===== src/inc/svs_pkg.sv =====
package svs_pkg;

  // ==========================================================
  // timing base
  localparam int unsigned CLK_PERIOD_NS = 40;
  localparam int unsigned QUANTUM_NS    = 5000000;
  localparam int unsigned TICK_CYCLES   = QUANTUM_NS / CLK_PERIOD_NS;
  localparam int unsigned DIV_CYCLES    = 80;
  localparam int unsigned STEPS_PER_S   = 200;
  localparam int unsigned MAX_STEPS     = 360000;

  // ==========================================================
  // widths
  localparam int unsigned VW    = 16;
  localparam int unsigned OPW   = 19;
  localparam int unsigned RLW   = 15;
  localparam int unsigned KW    = 13;
  localparam int unsigned AW    = 12;
  localparam int unsigned RATW  = 17;
  localparam int unsigned VTW   = 24;
  localparam int unsigned NUMW  = 36;
  localparam int unsigned DENW  = 32;

  // ==========================================================
  // scaling of ratio, hysteresis and inverse time
  localparam int unsigned PCT_UNITY     = 100;
  localparam int unsigned PCT_REL_OVER  = 97;
  localparam int unsigned PCT_REL_UNDER = 103;
  localparam int unsigned RATIO_MAX     = 125000;
  localparam int unsigned INV_NUM_SCALE = 100 * STEPS_PER_S;
  localparam int unsigned PRI_DIV       = 10000;

  // ==========================================================
  // register offsets
  localparam logic [11:0] OFF_CTRL     = 12'h000;
  localparam logic [11:0] OFF_USET     = 12'h004;
  localparam logic [11:0] OFF_OPDLY    = 12'h008;
  localparam logic [11:0] OFF_KDIAL    = 12'h00c;
  localparam logic [11:0] OFF_AMULT    = 12'h010;
  localparam logic [11:0] OFF_RELDLY   = 12'h014;
  localparam logic [11:0] OFF_VTPRI    = 12'h018;
  localparam logic [11:0] OFF_STATUS   = 12'h01c;
  localparam logic [11:0] OFF_EXPECT   = 12'h020;
  localparam logic [11:0] OFF_REMAIN   = 12'h024;
  localparam logic [11:0] OFF_RATIO    = 12'h028;
  localparam logic [11:0] OFF_PICKPRI  = 12'h02c;

  // ==========================================================
  // values after reset
  localparam logic [VW-1:0]  RST_USET   = 16'h2904;
  localparam logic [OPW-1:0] RST_OPDLY  = 19'h00008;
  localparam logic [KW-1:0]  RST_KDIAL  = 13'h0005;
  localparam logic [AW-1:0]  RST_AMULT  = 12'h064;
  localparam logic [RLW-1:0] RST_RELDLY = 15'h000c;
  localparam logic [VTW-1:0] RST_VTPRI  = 24'h00ea60;

  // ==========================================================
  // types
  typedef enum logic [2:0] {
    SVS_BEH_ON      = 3'h0,
    SVS_BEH_BLOCKED = 3'h1,
    SVS_BEH_TEST    = 3'h2,
    SVS_BEH_TESTBLK = 3'h3,
    SVS_BEH_OFF     = 3'h4
  } svs_beh_t;

  typedef enum logic [4:0] {
    ST_IDLE    = 5'h01,
    ST_RUN     = 5'h02,
    ST_REL     = 5'h04,
    ST_TRIP    = 5'h08,
    ST_BLOCKED = 5'h10
  } svs_state_t;

  typedef struct packed {
    svs_beh_t       beh;
    logic           under;
    logic           inverse_time_mode;
    logic           del_rel;
    logic           rst_rel;
    logic           cont;
    logic [VW-1:0]  uset;
    logic [OPW-1:0] op_delay;
    logic [KW-1:0]  k_dial;
    logic [AW-1:0]  a_mult;
    logic [RLW-1:0] rel_delay;
    logic [VTW-1:0] vt_pri;
  } svs_cfg_t;

endpackage : svs_pkg


===== src/hdl/svs_seq_voltage_stage.sv =====
`timescale 1ns/100ps
// How it works
// - block input sampled once per processing tick
// - pick-up without block asserts start, timing
// - pick-up under block gives blocked only
// - block after start acts as pick-up reset
// - instant mode trips together with start, one tick after it when leaving blocked
// - definite time trips after set delay
// - inverse time k over ratio power term
// - delay type selects definite or inverse
// - definite delay 5 ms steps, zero instant
// - dial and multiplier defaults, inverse only
// - release delay holds start without trip
// - delayed release option clears start late
// - timer reset after full release delay
// - continue option keeps timer running
// - no trip during release count
// - default holds timer during release
// - publish voltage ratio in hundredths
// - publish pick-up level in primary volts
// - report node behaviour
// - over mode releases below 97 percent
// - under mode releases above 103 percent
module svs_seq_voltage_stage #(
  parameter int unsigned TICK_CYCLES = svs_pkg::TICK_CYCLES
) (
  input  wire logic                     pclk,
  input  wire logic                     presetn,
  input  wire logic                     ce,
  input  wire logic                     psel,
  input  wire logic                     penable,
  input  wire logic                     pwrite,
  input  wire logic [11:0]              paddr,
  input  wire logic [31:0]              pwdata,
  output logic      [31:0]              prdata,
  output logic                          pready,
  output logic                          pslverr,
  input  wire logic [svs_pkg::VW-1:0]   measured_voltage,
  input  wire logic                     block_in,
  output logic                          start_o,
  output logic                          trip_o,
  output logic                          blocked_o
);

  // ==========================================================
  // elaboration check
  generate
    if (TICK_CYCLES < svs_pkg::DIV_CYCLES) begin : g_bad_tick
      $error("tick too short for the shared divider");
    end
  endgenerate

  // ==========================================================
  // configuration registers
  svs_pkg::svs_cfg_t cfg_q;
  logic              wr_en;
  logic              rd_setup;

  assign wr_en    = psel & penable & pwrite;
  assign rd_setup = psel & ~penable;

  always_ff @(posedge pclk or negedge presetn) begin
    if (!presetn) begin
      cfg_q.beh       <= svs_pkg::SVS_BEH_ON;
      cfg_q.under     <= 1'b0;
      cfg_q.inverse_time_mode      <= 1'b0;
      cfg_q.del_rel   <= 1'b1;
      cfg_q.rst_rel   <= 1'b1;
      cfg_q.cont      <= 1'b0;
      cfg_q.uset      <= svs_pkg::RST_USET;
      cfg_q.op_delay  <= svs_pkg::RST_OPDLY;
      cfg_q.k_dial    <= svs_pkg::RST_KDIAL;
      cfg_q.a_mult    <= svs_pkg::RST_AMULT;
      cfg_q.rel_delay <= svs_pkg::RST_RELDLY;
      cfg_q.vt_pri    <= svs_pkg::RST_VTPRI;
    end else if (ce && wr_en) begin
      case (paddr)
        svs_pkg::OFF_CTRL: begin
          cfg_q.beh     <= (pwdata[2:0] > 3'h4) ? svs_pkg::SVS_BEH_OFF
                                                : svs_pkg::svs_beh_t'(pwdata[2:0]);
          cfg_q.under   <= pwdata[3];
          cfg_q.inverse_time_mode    <= pwdata[4];
          cfg_q.del_rel <= pwdata[5];
          cfg_q.rst_rel <= pwdata[6];
          cfg_q.cont    <= pwdata[7];
        end
        svs_pkg::OFF_USET:   cfg_q.uset      <= pwdata[svs_pkg::VW-1:0];
        svs_pkg::OFF_OPDLY:  cfg_q.op_delay  <= pwdata[svs_pkg::OPW-1:0];
        svs_pkg::OFF_KDIAL:  cfg_q.k_dial    <= pwdata[svs_pkg::KW-1:0];
        svs_pkg::OFF_AMULT:  cfg_q.a_mult    <= pwdata[svs_pkg::AW-1:0];
        svs_pkg::OFF_RELDLY: cfg_q.rel_delay <= pwdata[svs_pkg::RLW-1:0];
        svs_pkg::OFF_VTPRI:  cfg_q.vt_pri    <= pwdata[svs_pkg::VTW-1:0];
        default: ;
      endcase
    end
  end

  // ==========================================================
  // processing tick
  logic [31:0] tick_cnt_q;
  logic        tick;

  assign tick = ce && (tick_cnt_q == 32'(TICK_CYCLES - 1));

  always_ff @(posedge pclk or negedge presetn) begin
    if (!presetn) begin
      tick_cnt_q <= 32'h0;
    end else if (ce) begin
      tick_cnt_q <= tick ? 32'h0 : tick_cnt_q + 32'h1;
    end
  end

  // ==========================================================
  // pick-up with built-in hysteresis
  logic [23:0] um_pct;
  logic [23:0] us_pct;
  logic [23:0] us_rel_over;
  logic [23:0] us_rel_under;
  logic        pu_q;
  logic        pu_d;
  logic        off;
  logic        blk_d;
  logic        blk_q;

  assign um_pct       = 24'(measured_voltage) * 24'(svs_pkg::PCT_UNITY);
  assign us_pct       = 24'(cfg_q.uset) * 24'(svs_pkg::PCT_UNITY);
  assign us_rel_over  = 24'(cfg_q.uset) * 24'(svs_pkg::PCT_REL_OVER);
  assign us_rel_under = 24'(cfg_q.uset) * 24'(svs_pkg::PCT_REL_UNDER);
  assign off          = (cfg_q.beh == svs_pkg::SVS_BEH_OFF);

  always_comb begin
    pu_d = pu_q;
    if (!cfg_q.under) begin
      if (um_pct > us_pct) pu_d = 1'b1;
      else if (um_pct < us_rel_over) pu_d = 1'b0;
    end else begin
      if (um_pct < us_pct) pu_d = 1'b1;
      else if (um_pct > us_rel_under) pu_d = 1'b0;
    end
    if (off) pu_d = 1'b0;
  end

  // forced blocking behaviour counts as an active block
  assign blk_d = block_in | (cfg_q.beh == svs_pkg::SVS_BEH_BLOCKED)
                          | (cfg_q.beh == svs_pkg::SVS_BEH_TESTBLK);

  always_ff @(posedge pclk or negedge presetn) begin
    if (!presetn) begin
      pu_q  <= 1'b0;
      blk_q <= 1'b0;
    end else if (tick) begin
      pu_q  <= pu_d;
      blk_q <= blk_d;
    end
  end

  // ==========================================================
  // shared serial divider: ratio first, then inverse time
  logic                     div_busy_q;
  logic                     div_time_q;
  logic [5:0]               div_cnt_q;
  logic [svs_pkg::NUMW-1:0] div_num_q;
  logic [svs_pkg::DENW:0]   div_rem_q;
  logic [svs_pkg::DENW-1:0] div_den_q;
  logic [svs_pkg::DENW:0]   rem_w;
  logic                     ge;
  logic [svs_pkg::NUMW-1:0] quo_w;
  logic [svs_pkg::RATW-1:0] ratio_q;
  logic [svs_pkg::RATW-1:0] ratio_w;
  logic [svs_pkg::RATW-1:0] dev_w;
  logic [svs_pkg::OPW-1:0]  inv_time_q;

  assign rem_w = {div_rem_q[svs_pkg::DENW-1:0], div_num_q[svs_pkg::NUMW-1]};
  assign ge    = rem_w >= {1'b0, div_den_q};
  assign quo_w = {div_num_q[svs_pkg::NUMW-2:0], ge};
  assign ratio_w = (quo_w > 36'(svs_pkg::RATIO_MAX)) ? 17'(svs_pkg::RATIO_MAX)
                                                      : quo_w[svs_pkg::RATW-1:0];
  // deviation of the ratio from unity, in hundredths
  always_comb begin
    dev_w = 17'h0;
    if (!cfg_q.under && ratio_w > 17'(svs_pkg::PCT_UNITY))
      dev_w = ratio_w - 17'(svs_pkg::PCT_UNITY);
    else if (cfg_q.under && ratio_w < 17'(svs_pkg::PCT_UNITY))
      dev_w = 17'(svs_pkg::PCT_UNITY) - ratio_w;
  end

  // power term taken to first order: a*(r-1); exact only near a = 1
  always_ff @(posedge pclk or negedge presetn) begin
    if (!presetn) begin
      div_busy_q <= 1'b0;
      div_time_q <= 1'b0;
      div_cnt_q  <= 6'h0;
      div_num_q  <= 36'h0;
      div_rem_q  <= 33'h0;
      div_den_q  <= 32'h0;
      ratio_q    <= 17'h0;
      inv_time_q <= 19'h0;
    end else if (ce) begin
      if (tick && !div_busy_q) begin
        div_busy_q <= 1'b1;
        div_time_q <= 1'b0;
        div_cnt_q  <= 6'h0;
        div_rem_q  <= 33'h0;
        div_num_q  <= 36'(um_pct);
        div_den_q  <= 32'(cfg_q.uset);
      end else if (div_busy_q) begin
        div_num_q <= quo_w;
        div_rem_q <= ge ? rem_w - {1'b0, div_den_q} : rem_w;
        div_cnt_q <= div_cnt_q + 6'h1;
        if (div_cnt_q == 6'(svs_pkg::NUMW - 1)) begin
          if (!div_time_q) begin
            ratio_q    <= ratio_w;
            div_time_q <= 1'b1;
            div_cnt_q  <= 6'h0;
            div_rem_q  <= 33'h0;
            div_num_q  <= 36'(cfg_q.k_dial) * 36'(svs_pkg::INV_NUM_SCALE);
            div_den_q  <= 32'(cfg_q.a_mult) * 32'(dev_w);
          end else begin
            div_busy_q <= 1'b0;
            inv_time_q <= (div_den_q == 32'h0 || quo_w > 36'(svs_pkg::MAX_STEPS))
                          ? 19'(svs_pkg::MAX_STEPS) : quo_w[svs_pkg::OPW-1:0];
          end
        end
      end
    end
  end

  // ==========================================================
  // operating target
  logic [svs_pkg::OPW-1:0] tgt;

  assign tgt = cfg_q.inverse_time_mode ? inv_time_q : cfg_q.op_delay;

  // ==========================================================
  // start, timing and release sequencing
  svs_pkg::svs_state_t     state_q;
  logic [svs_pkg::OPW-1:0] op_cnt_q;
  logic [svs_pkg::RLW-1:0] rel_cnt_q;
  logic [svs_pkg::OPW-1:0] op_inc;
  logic [svs_pkg::RLW-1:0] rel_inc;
  logic                    go;

  assign op_inc  = op_cnt_q + 19'h1;
  assign rel_inc = rel_cnt_q + 15'h1;
  assign go      = pu_d & ~blk_d;

  always_ff @(posedge pclk or negedge presetn) begin
    if (!presetn) begin
      state_q   <= svs_pkg::ST_IDLE;
      op_cnt_q  <= 19'h0;
      rel_cnt_q <= 15'h0;
    end else if (tick) begin
      if (off) begin
        state_q   <= svs_pkg::ST_IDLE;
        op_cnt_q  <= 19'h0;
        rel_cnt_q <= 15'h0;
      end else begin
        case (state_q)
          svs_pkg::ST_IDLE: begin
            if (pu_d && blk_d) begin
              state_q <= svs_pkg::ST_BLOCKED;
            end else if (go && tgt == 19'h0) begin
              state_q <= svs_pkg::ST_TRIP;
            end else if (go) begin
              state_q <= svs_pkg::ST_RUN;
            end
          end
          svs_pkg::ST_RUN: begin
            if (!go) begin
              rel_cnt_q <= 15'h0;
              if ((!cfg_q.del_rel && !cfg_q.rst_rel) || cfg_q.rel_delay == 15'h0) begin
                state_q  <= svs_pkg::ST_IDLE;
                op_cnt_q <= 19'h0;
              end else begin
                state_q <= svs_pkg::ST_REL;
                if (!cfg_q.rst_rel) op_cnt_q <= 19'h0;
              end
            end else if (op_inc >= tgt) begin
              state_q  <= svs_pkg::ST_TRIP;
              op_cnt_q <= op_inc;
            end else begin
              op_cnt_q <= op_inc;
            end
          end
          svs_pkg::ST_REL: begin
            if (go) begin
              state_q <= svs_pkg::ST_RUN;
            end else if (rel_inc >= cfg_q.rel_delay) begin
              state_q   <= svs_pkg::ST_IDLE;
              op_cnt_q  <= 19'h0;
              rel_cnt_q <= 15'h0;
            end else begin
              rel_cnt_q <= rel_inc;
              if (cfg_q.cont && op_inc < tgt) begin
                op_cnt_q <= op_inc;
              end
            end
          end
          svs_pkg::ST_TRIP: begin
            if (!go) begin
              state_q  <= svs_pkg::ST_IDLE;
              op_cnt_q <= 19'h0;
            end
          end
          svs_pkg::ST_BLOCKED: begin
            if (!pu_d) state_q <= svs_pkg::ST_IDLE;
            else if (!blk_d) state_q <= svs_pkg::ST_RUN;
          end
          default: begin
            state_q  <= svs_pkg::ST_IDLE;
            op_cnt_q <= 19'h0;
          end
        endcase
      end
    end
  end

  // ==========================================================
  // stage outputs
  always_ff @(posedge pclk or negedge presetn) begin
    if (!presetn) begin
      start_o   <= 1'b0;
      trip_o    <= 1'b0;
      blocked_o <= 1'b0;
    end else if (ce) begin
      start_o   <= (state_q == svs_pkg::ST_RUN) || (state_q == svs_pkg::ST_TRIP)
                   || (state_q == svs_pkg::ST_REL && cfg_q.del_rel);
      trip_o    <= (state_q == svs_pkg::ST_TRIP);
      blocked_o <= pu_q & blk_q & ~off;
    end
  end

  // ==========================================================
  // published values
  logic [svs_pkg::OPW-1:0] expect_q;
  logic signed [19:0]      remain_q;
  logic [31:0]             pick_pri_q;
  logic [39:0]             pri_prod;

  assign pri_prod = 40'(cfg_q.uset) * 40'(cfg_q.vt_pri);

  always_ff @(posedge pclk or negedge presetn) begin
    if (!presetn) begin
      expect_q   <= 19'h0;
      remain_q   <= 20'sh0;
      pick_pri_q <= 32'h0;
    end else if (ce) begin
      expect_q   <= tgt;
      remain_q   <= signed'(20'(tgt)) - signed'(20'(op_cnt_q));
      pick_pri_q <= 32'(pri_prod / 40'(svs_pkg::PRI_DIV));
    end
  end

  // ==========================================================
  // apb read side; data captured in setup, zero wait state
  logic        hit;
  logic [31:0] rd_d;

  always_comb begin
    hit  = 1'b1;
    rd_d = 32'h0;
    case (paddr)
      svs_pkg::OFF_CTRL:    rd_d = {24'h0, cfg_q.cont, cfg_q.rst_rel, cfg_q.del_rel,
                                    cfg_q.inverse_time_mode, cfg_q.under, cfg_q.beh};
      svs_pkg::OFF_USET:    rd_d = 32'(cfg_q.uset);
      svs_pkg::OFF_OPDLY:   rd_d = 32'(cfg_q.op_delay);
      svs_pkg::OFF_KDIAL:   rd_d = 32'(cfg_q.k_dial);
      svs_pkg::OFF_AMULT:   rd_d = 32'(cfg_q.a_mult);
      svs_pkg::OFF_RELDLY:  rd_d = 32'(cfg_q.rel_delay);
      svs_pkg::OFF_VTPRI:   rd_d = 32'(cfg_q.vt_pri);
      svs_pkg::OFF_STATUS:  rd_d = {25'h0, pu_q, blocked_o, trip_o, start_o,
                                    cfg_q.beh};
      svs_pkg::OFF_EXPECT:  rd_d = 32'(expect_q);
      svs_pkg::OFF_REMAIN:  rd_d = 32'(remain_q);
      svs_pkg::OFF_RATIO:   rd_d = 32'(ratio_q);
      svs_pkg::OFF_PICKPRI: rd_d = pick_pri_q;
      default:              hit  = 1'b0;
    endcase
  end

  always_ff @(posedge pclk or negedge presetn) begin
    if (!presetn) begin
      prdata <= 32'h0;
    end else if (ce && rd_setup) begin
      prdata <= rd_d;
    end
  end

  assign pready  = 1'b1;
  assign pslverr = psel & penable & ~hit;

endmodule : svs_seq_voltage_stage


===== config.mk =====
export PLATFORM = sky130hd
export DESIGN_NAME = svs_seq_voltage_stage
export DESIGN_NICKNAME = d
export VERILOG_FILES = /design/src/inc/svs_pkg.sv /design/src/hdl/svs_seq_voltage_stage.sv
export SDC_FILE = /design/constraint.sdc
export NUM_CORES = 2
export LEC_CHECK = 0
export ABC_AREA = 1
export BUFFER_PORTS_ARGS = -buffer_cell sky130_fd_sc_hd__buf_2
export CAP_MARGIN = 40
export CELL_PAD_IN_SITES_DETAIL_PLACEMENT = 1
export CELL_PAD_IN_SITES_GLOBAL_PLACEMENT = 2
export CORE_MARGIN = 10
export CORE_UTILIZATION = 35
export CTS_CLUSTER_DIAMETER = 50
export DETAILED_ROUTE_END_ITERATION = 6
export PLACE_DENSITY = 0.8
export SYNTH_ARGS = -nofsm -noshare
export SYNTH_HDL_FRONTEND = slang
export SYNTH_SLANG_ARGS = --single-unit

===== constraint.sdc =====
create_clock -name pclk -period 64.3 [get_ports pclk]
set_input_delay 16.075 -clock pclk [delete_from_list [all_inputs] [get_ports pclk]]
set_output_delay 16.075 -clock pclk [all_outputs]
set_load 0.005 [all_outputs]

### Word level (Yosys, flattened, before mapping)

Cells that the tools add are included.

* divide/modulo/power cells: 1
* reduce and logical (&&, ||, !) cells: 43
* bitwise operators: 15
* order comparisons: 13
* $add $sub $neg: 8
* equality and inequality tests: 32
* multiply operators: 7
* muxes and demuxes: 66
* shift operators: 0

Operator list (count)
* $pmux W32 S12: 1
* $mux W32: 10
* $mux W19: 10
* $mux W36: 4
* $pmux W19 S4: 1
* $mux W15: 4
* $mux W5: 11
* $mux W17: 3
* $eq A12 B5 Y1 const B: 4
* $eq A12 B6 Y1 const B: 4
* $gt A23 B23 Y1: 2
* $lt A23 B23 Y1: 2
* $mul A16 B7 Y23 const B: 2
* $mul A16 B5 Y21 const B: 2
* $div A40 B14 Y40 const B: 1
* $mul A16 B24 Y40: 1
* $gt A36 B17 Y1 const B: 1
* $gt A36 B19 Y1 const B: 1
* $ge A33 B32 Y1: 1
* $add A32 B1 Y32 const B: 1
* $eq A32 B17 Y1 const B: 1
* $logic_not A32 Y1: 1
* $sub A32 B32 Y32: 1
* $pmux W15 S2: 1
* 51 further kinds: 115

* memory bits (writable): 0
* logic and storage cells: 218
* bits in read-only memories: 0
* output and inout bits: 37
* memories kept: 0
* latch bits: 0
* input bits: 67
* register bits: 430

### Longest topological paths before layout

* depth after elaboration: 12
* depth in mapped cells: 228
* mapped depth without buffers: 217

### Worst setup path after synthesis

No wires, ideal clock.

* path type: input -> output
* start point: input paddr[9]
* end point: output pslverr
* data required time: 48225 ps
* stages on the path: 7
* slack: 30714 ps
* path buffers: 1
* arrival time: 17511 ps
* path through: nor4_1 inv_1 clkbuf_1 nor3_1 nor4_1 nand3_1 nor2_1

* word-level cells in the longest chain between the ends: 5
* elaborated cells on any way between the ends: 16
* those cells by class: eq/ne: 11; mux: 1; bitwise: 2; reduce/logical: 2

Ends and longest elaborated chain
* start, declared: RTL line svs_seq_voltage_stage.sv:33 `input wire logic [11:0] paddr,`
* $eq A12 B6 Y1 (tied with other cells): RTL line svs_seq_voltage_stage.sv:362 `case (paddr)`
* $reduce_or A12 Y1 (no line) *
* $mux W1 *: RTL line svs_seq_voltage_stage.sv:362
* $not A1 Y1 *: RTL line svs_seq_voltage_stage.sv:390 `assign pslverr = psel & penable & ~hit;`
* $and A1 B1 Y1 *: RTL line svs_seq_voltage_stage.sv:390
* end, declared: RTL line svs_seq_voltage_stage.sv:37 `output logic pslverr,`

Every way passes the cells marked *; elsewhere a longest branch is shown, timed or not.

### Worst setup path in the final report

* start point: input paddr[4]
* end point: output pslverr

The elaborated chain is that of the path after synthesis.

==> results.cfg <==
[run_status]
outcome = completed

[timing]
setup_viol = 0
slew_viol_final = 0
clock_skew_ns = 0.0491
period_needed_ns = 34.56
rsz0062_at_grt = no
slew_headroom_pct = 30.7
period_share_pct = 53.7
timing.fmax_mhz = 28.9
holdWs_ns = 0.471
hold_violations = 0
tightest_slew_ns = 1.04
setup_tns_ns = 0

[power]
power_density_mw_per_mm2 = 14.8
pwr-share-clk_pct = 37.4
p_int_uw = 629
leakagePower_uw = 0.0371
p_sw_share_pct = 38.0
power_frac_comb_pct = 31.5
finalPower_uw = 1020
switching_power_uw = 386
vdd_drop_max_v = 0.0000187
seq_power_share_pct = 31.2

[synth]
yosys-top-cells-area = fa_1 18%, dfrtp_1 16%, ha_1 11%, nand2_1 11%, inv_1 9.9%
synth.top_cell.area_share_pct = 17.5
synth.avg_cell_area_sq_um = 7.47
yosysTopAreaCell = fa_1
synthArstFlopShare_pct = 100
synth_warnings = 0
ys_ff_latch = 418
synth-edff-count = 0
syn_area_sq_mm = 0.0631
seq_area_frac_synth_pct = 16.6
ys_types = 92
syn_nets = 9623
synthCells = 8444
synthFlopType = dfrtp_1

[cells_and_area]
utilization_pct = 38.3
nNetsFinal = 9624
layout-drive-gt1-share_pct = 13.3
nFillCells = 22300
syn2layout_area_growth_pct = 8.64
stdcell_area_sq_mm = 0.0686

[die]
row_count = 155
dieArea_sq_mm = 0.198
core_area_sq_mm = 0.179
fp.dieH_um = 445
start_util_pct = 35.3
die_w_um = 445
boundaryPins = 104

[worst_setup_path]
endpoint_kind = output port
reg2regPathDepth = 171
cp_max_fo = 14
path_class = input pin to output port
cp_data_required_time_ns = 48.22
start_kind = input pin
arrival_ns = 18.48

[place]
place_area_sq_mm = 0.0662
gp_congestion = 0.903
dpl.hpwl_um = 174000
io_buffers = 94

[drt]
vias = 55300
ant_nets = 0
post-route-drc-count = 0
dr.pass1.iters = 7
vias_per_cell = 5.09
routed_wirelength_um = 213000
initialDrtViolationCount = 2780
routedWlPerCell_um = 19.6

[clocking]
insertion_delay_ns = 0.66
clock_path_buffers = 3
htreeDepth = 3
cts_tree = done
cts_buffers = 71
post_cts_buffers = 0
cts.repair.resized = 0
cts_hold_buf = 0
cts.sinks = 418
clk_pin_slew_worst_paths_ns = 0.05
cts_root_buf = clkbuf_16

[hold_path]
hold_depth = 1
hp-class = flip-flop to flip-flop

[grt]
grt_max_degree = 164
antenna_found_initial = 13
grt_pass1_vias = 59900
grt_util_all_layers_pct = 21.5
grt_pass1_wl_um = 340000
gr-total-overflow = 0

[flow_run]
max-cap-violations = 0
==> sequential cells by signal, summed over array words and instances (netlist names), 20 cells and up <==
signal,cells
remain_q,20
div_rem_q,32
prdata,28
pick_pri_q,27
div_num_q,36
tick_cnt_q,32
cfg_q,107
div_den_q,29
==> metal layers <==
| layer | vias up | track usage (%) | wire, um |
|---|---|---|---|
| met4 | 0 | 9.35 | 10000 |
| met1 | 27600 | 27.2 | 91800 |
| li1 | 26400 | - | - |
| met3 | 335 | 2.02 | 7740 |
| met2 | 924 | 37.2 | 103000 |
| met5 | - | 0 | 0 |
==> cell usage after synthesis, types with 76 or more instances <==
library cell and count:
nand2_1 1856, inv_1 1659, ha_1 560, fa_1 552
o21ai_0 443, nor2_1 402, dfrtp_1 396, nand3_1 370
a21oi_1 287, nand2_2 263, clkbuf_1 204, xor2_1 193
nand2_4 152, nor3_1 76, xnor2_1 76
==> layout make-up <==
class,instances,area [sq um],share of cell area (%)
antenna,9,22.5,0.0328
clock buffer,79,1850,2.69
clock inverter,50,490,0.715
inverter,1769,6780,9.89
multi-input combinational,6003,44600,65.1
sequential,418,10500,15.3
tap,2355,2950,4.30
timing repair buffer,182,1370,1.99
==> worst max-delay path: stages <==
cell and delay [ns]:
buf_2 0.11, nor3_1 0.18, inv_1 0.07, nor2_1 0.61
inv_1 0.28, nor3_1 0.25, buf_4 0.26, nor4_1 0.09
nand3_1 0.33, nor2_1 0.07, buf_2 0.14
==> worst paths after layout <==
path,from,endpoint,slack [ns]
min in group asynchronous,presetn,prdata[14]$_DFFE_PN0P_,15.56
worst max-delay path,paddr[4],pslverr,29.74
worst max register to register,cfg_q[88]$_DFFE_PN0P_,pick_pri_q[0]$_DFFE_PN0P_,35.02
max in group asynchronous,presetn,cfg_q[45]$_DFFE_PN1P_,46.49
worst min-delay path,tick_cnt_q[20]$_DFFE_PN0P_,tick_cnt_q[20]$_DFFE_PN0P_,0.47
worst min register to register,tick_cnt_q[20]$_DFFE_PN0P_,tick_cnt_q[20]$_DFFE_PN0P_,0.47
==> cells in the final DEF, fill, tap and decap left out, types with 17 or more instances in the layout <==
master,netlist,final
dfstp_2,22,22
nand3_2,53,53
or2_2,22,22
nand4_1,75,75
a221oi_1,36,36
o22ai_1,73,73
a21oi_2,17,17
o31ai_1,23,23
o21bai_1,40,40
nand3b_1,21,21
ha_1,560,560
nor3_1,76,71
nand2_1,1856,1856
xnor2_1,76,76
buf_2,0,95
clkinv_1,21,21
o21ai_0,443,443
fa_1,552,552
nor2_2,67,69
a21oi_1,287,287
nor4_1,49,49
nand2_4,152,152
nand2_2,263,263
inv_2,60,60
xor2_1,193,193
nor2_4,40,40
nand3_1,370,370
clkbuf_16,0,71
clkinv_2,11,25
o211ai_1,21,21
buf_4,6,71
nor2_1,402,400
dfrtp_1,396,396
inv_1,1659,1659
==> power by group through the flow <==
stage / Combinational, uW / Sequential [uW] / Clock, uW
after floorplan: 223 / 312 / 0
after global placement: 306 / 319 / 0
after detailed placement: 318 / 320 / 0
after CTS: 321 / 316 / 387
after global routing: 365 / 320 / 398
final: 320 / 317 / 379
==> through the flow <==
stage,setup WS (ns),std cells
6_report,29.74,10900
5_1_grt,29.68,10900
4_1_cts,29.69,10900
3_5_place_dp,29.70,10700
3_3_place_gp,29.48,10700
2_1_floorplan,30.71,8444
==> cell families after synthesis <==
kind of cell	share of synthesized area (%)
AO/OA/AOI/OAI	10.6
AND/OR/NAND/NOR	27.4
buffers and inverters	12.7
adder cells (fa/ha/maj)	28.6
multiplexers	0.107
flip-flops	16.6
other	0.00594
XOR/XNOR	3.96
No activity file was read; power rests on OpenSTA's default activity.
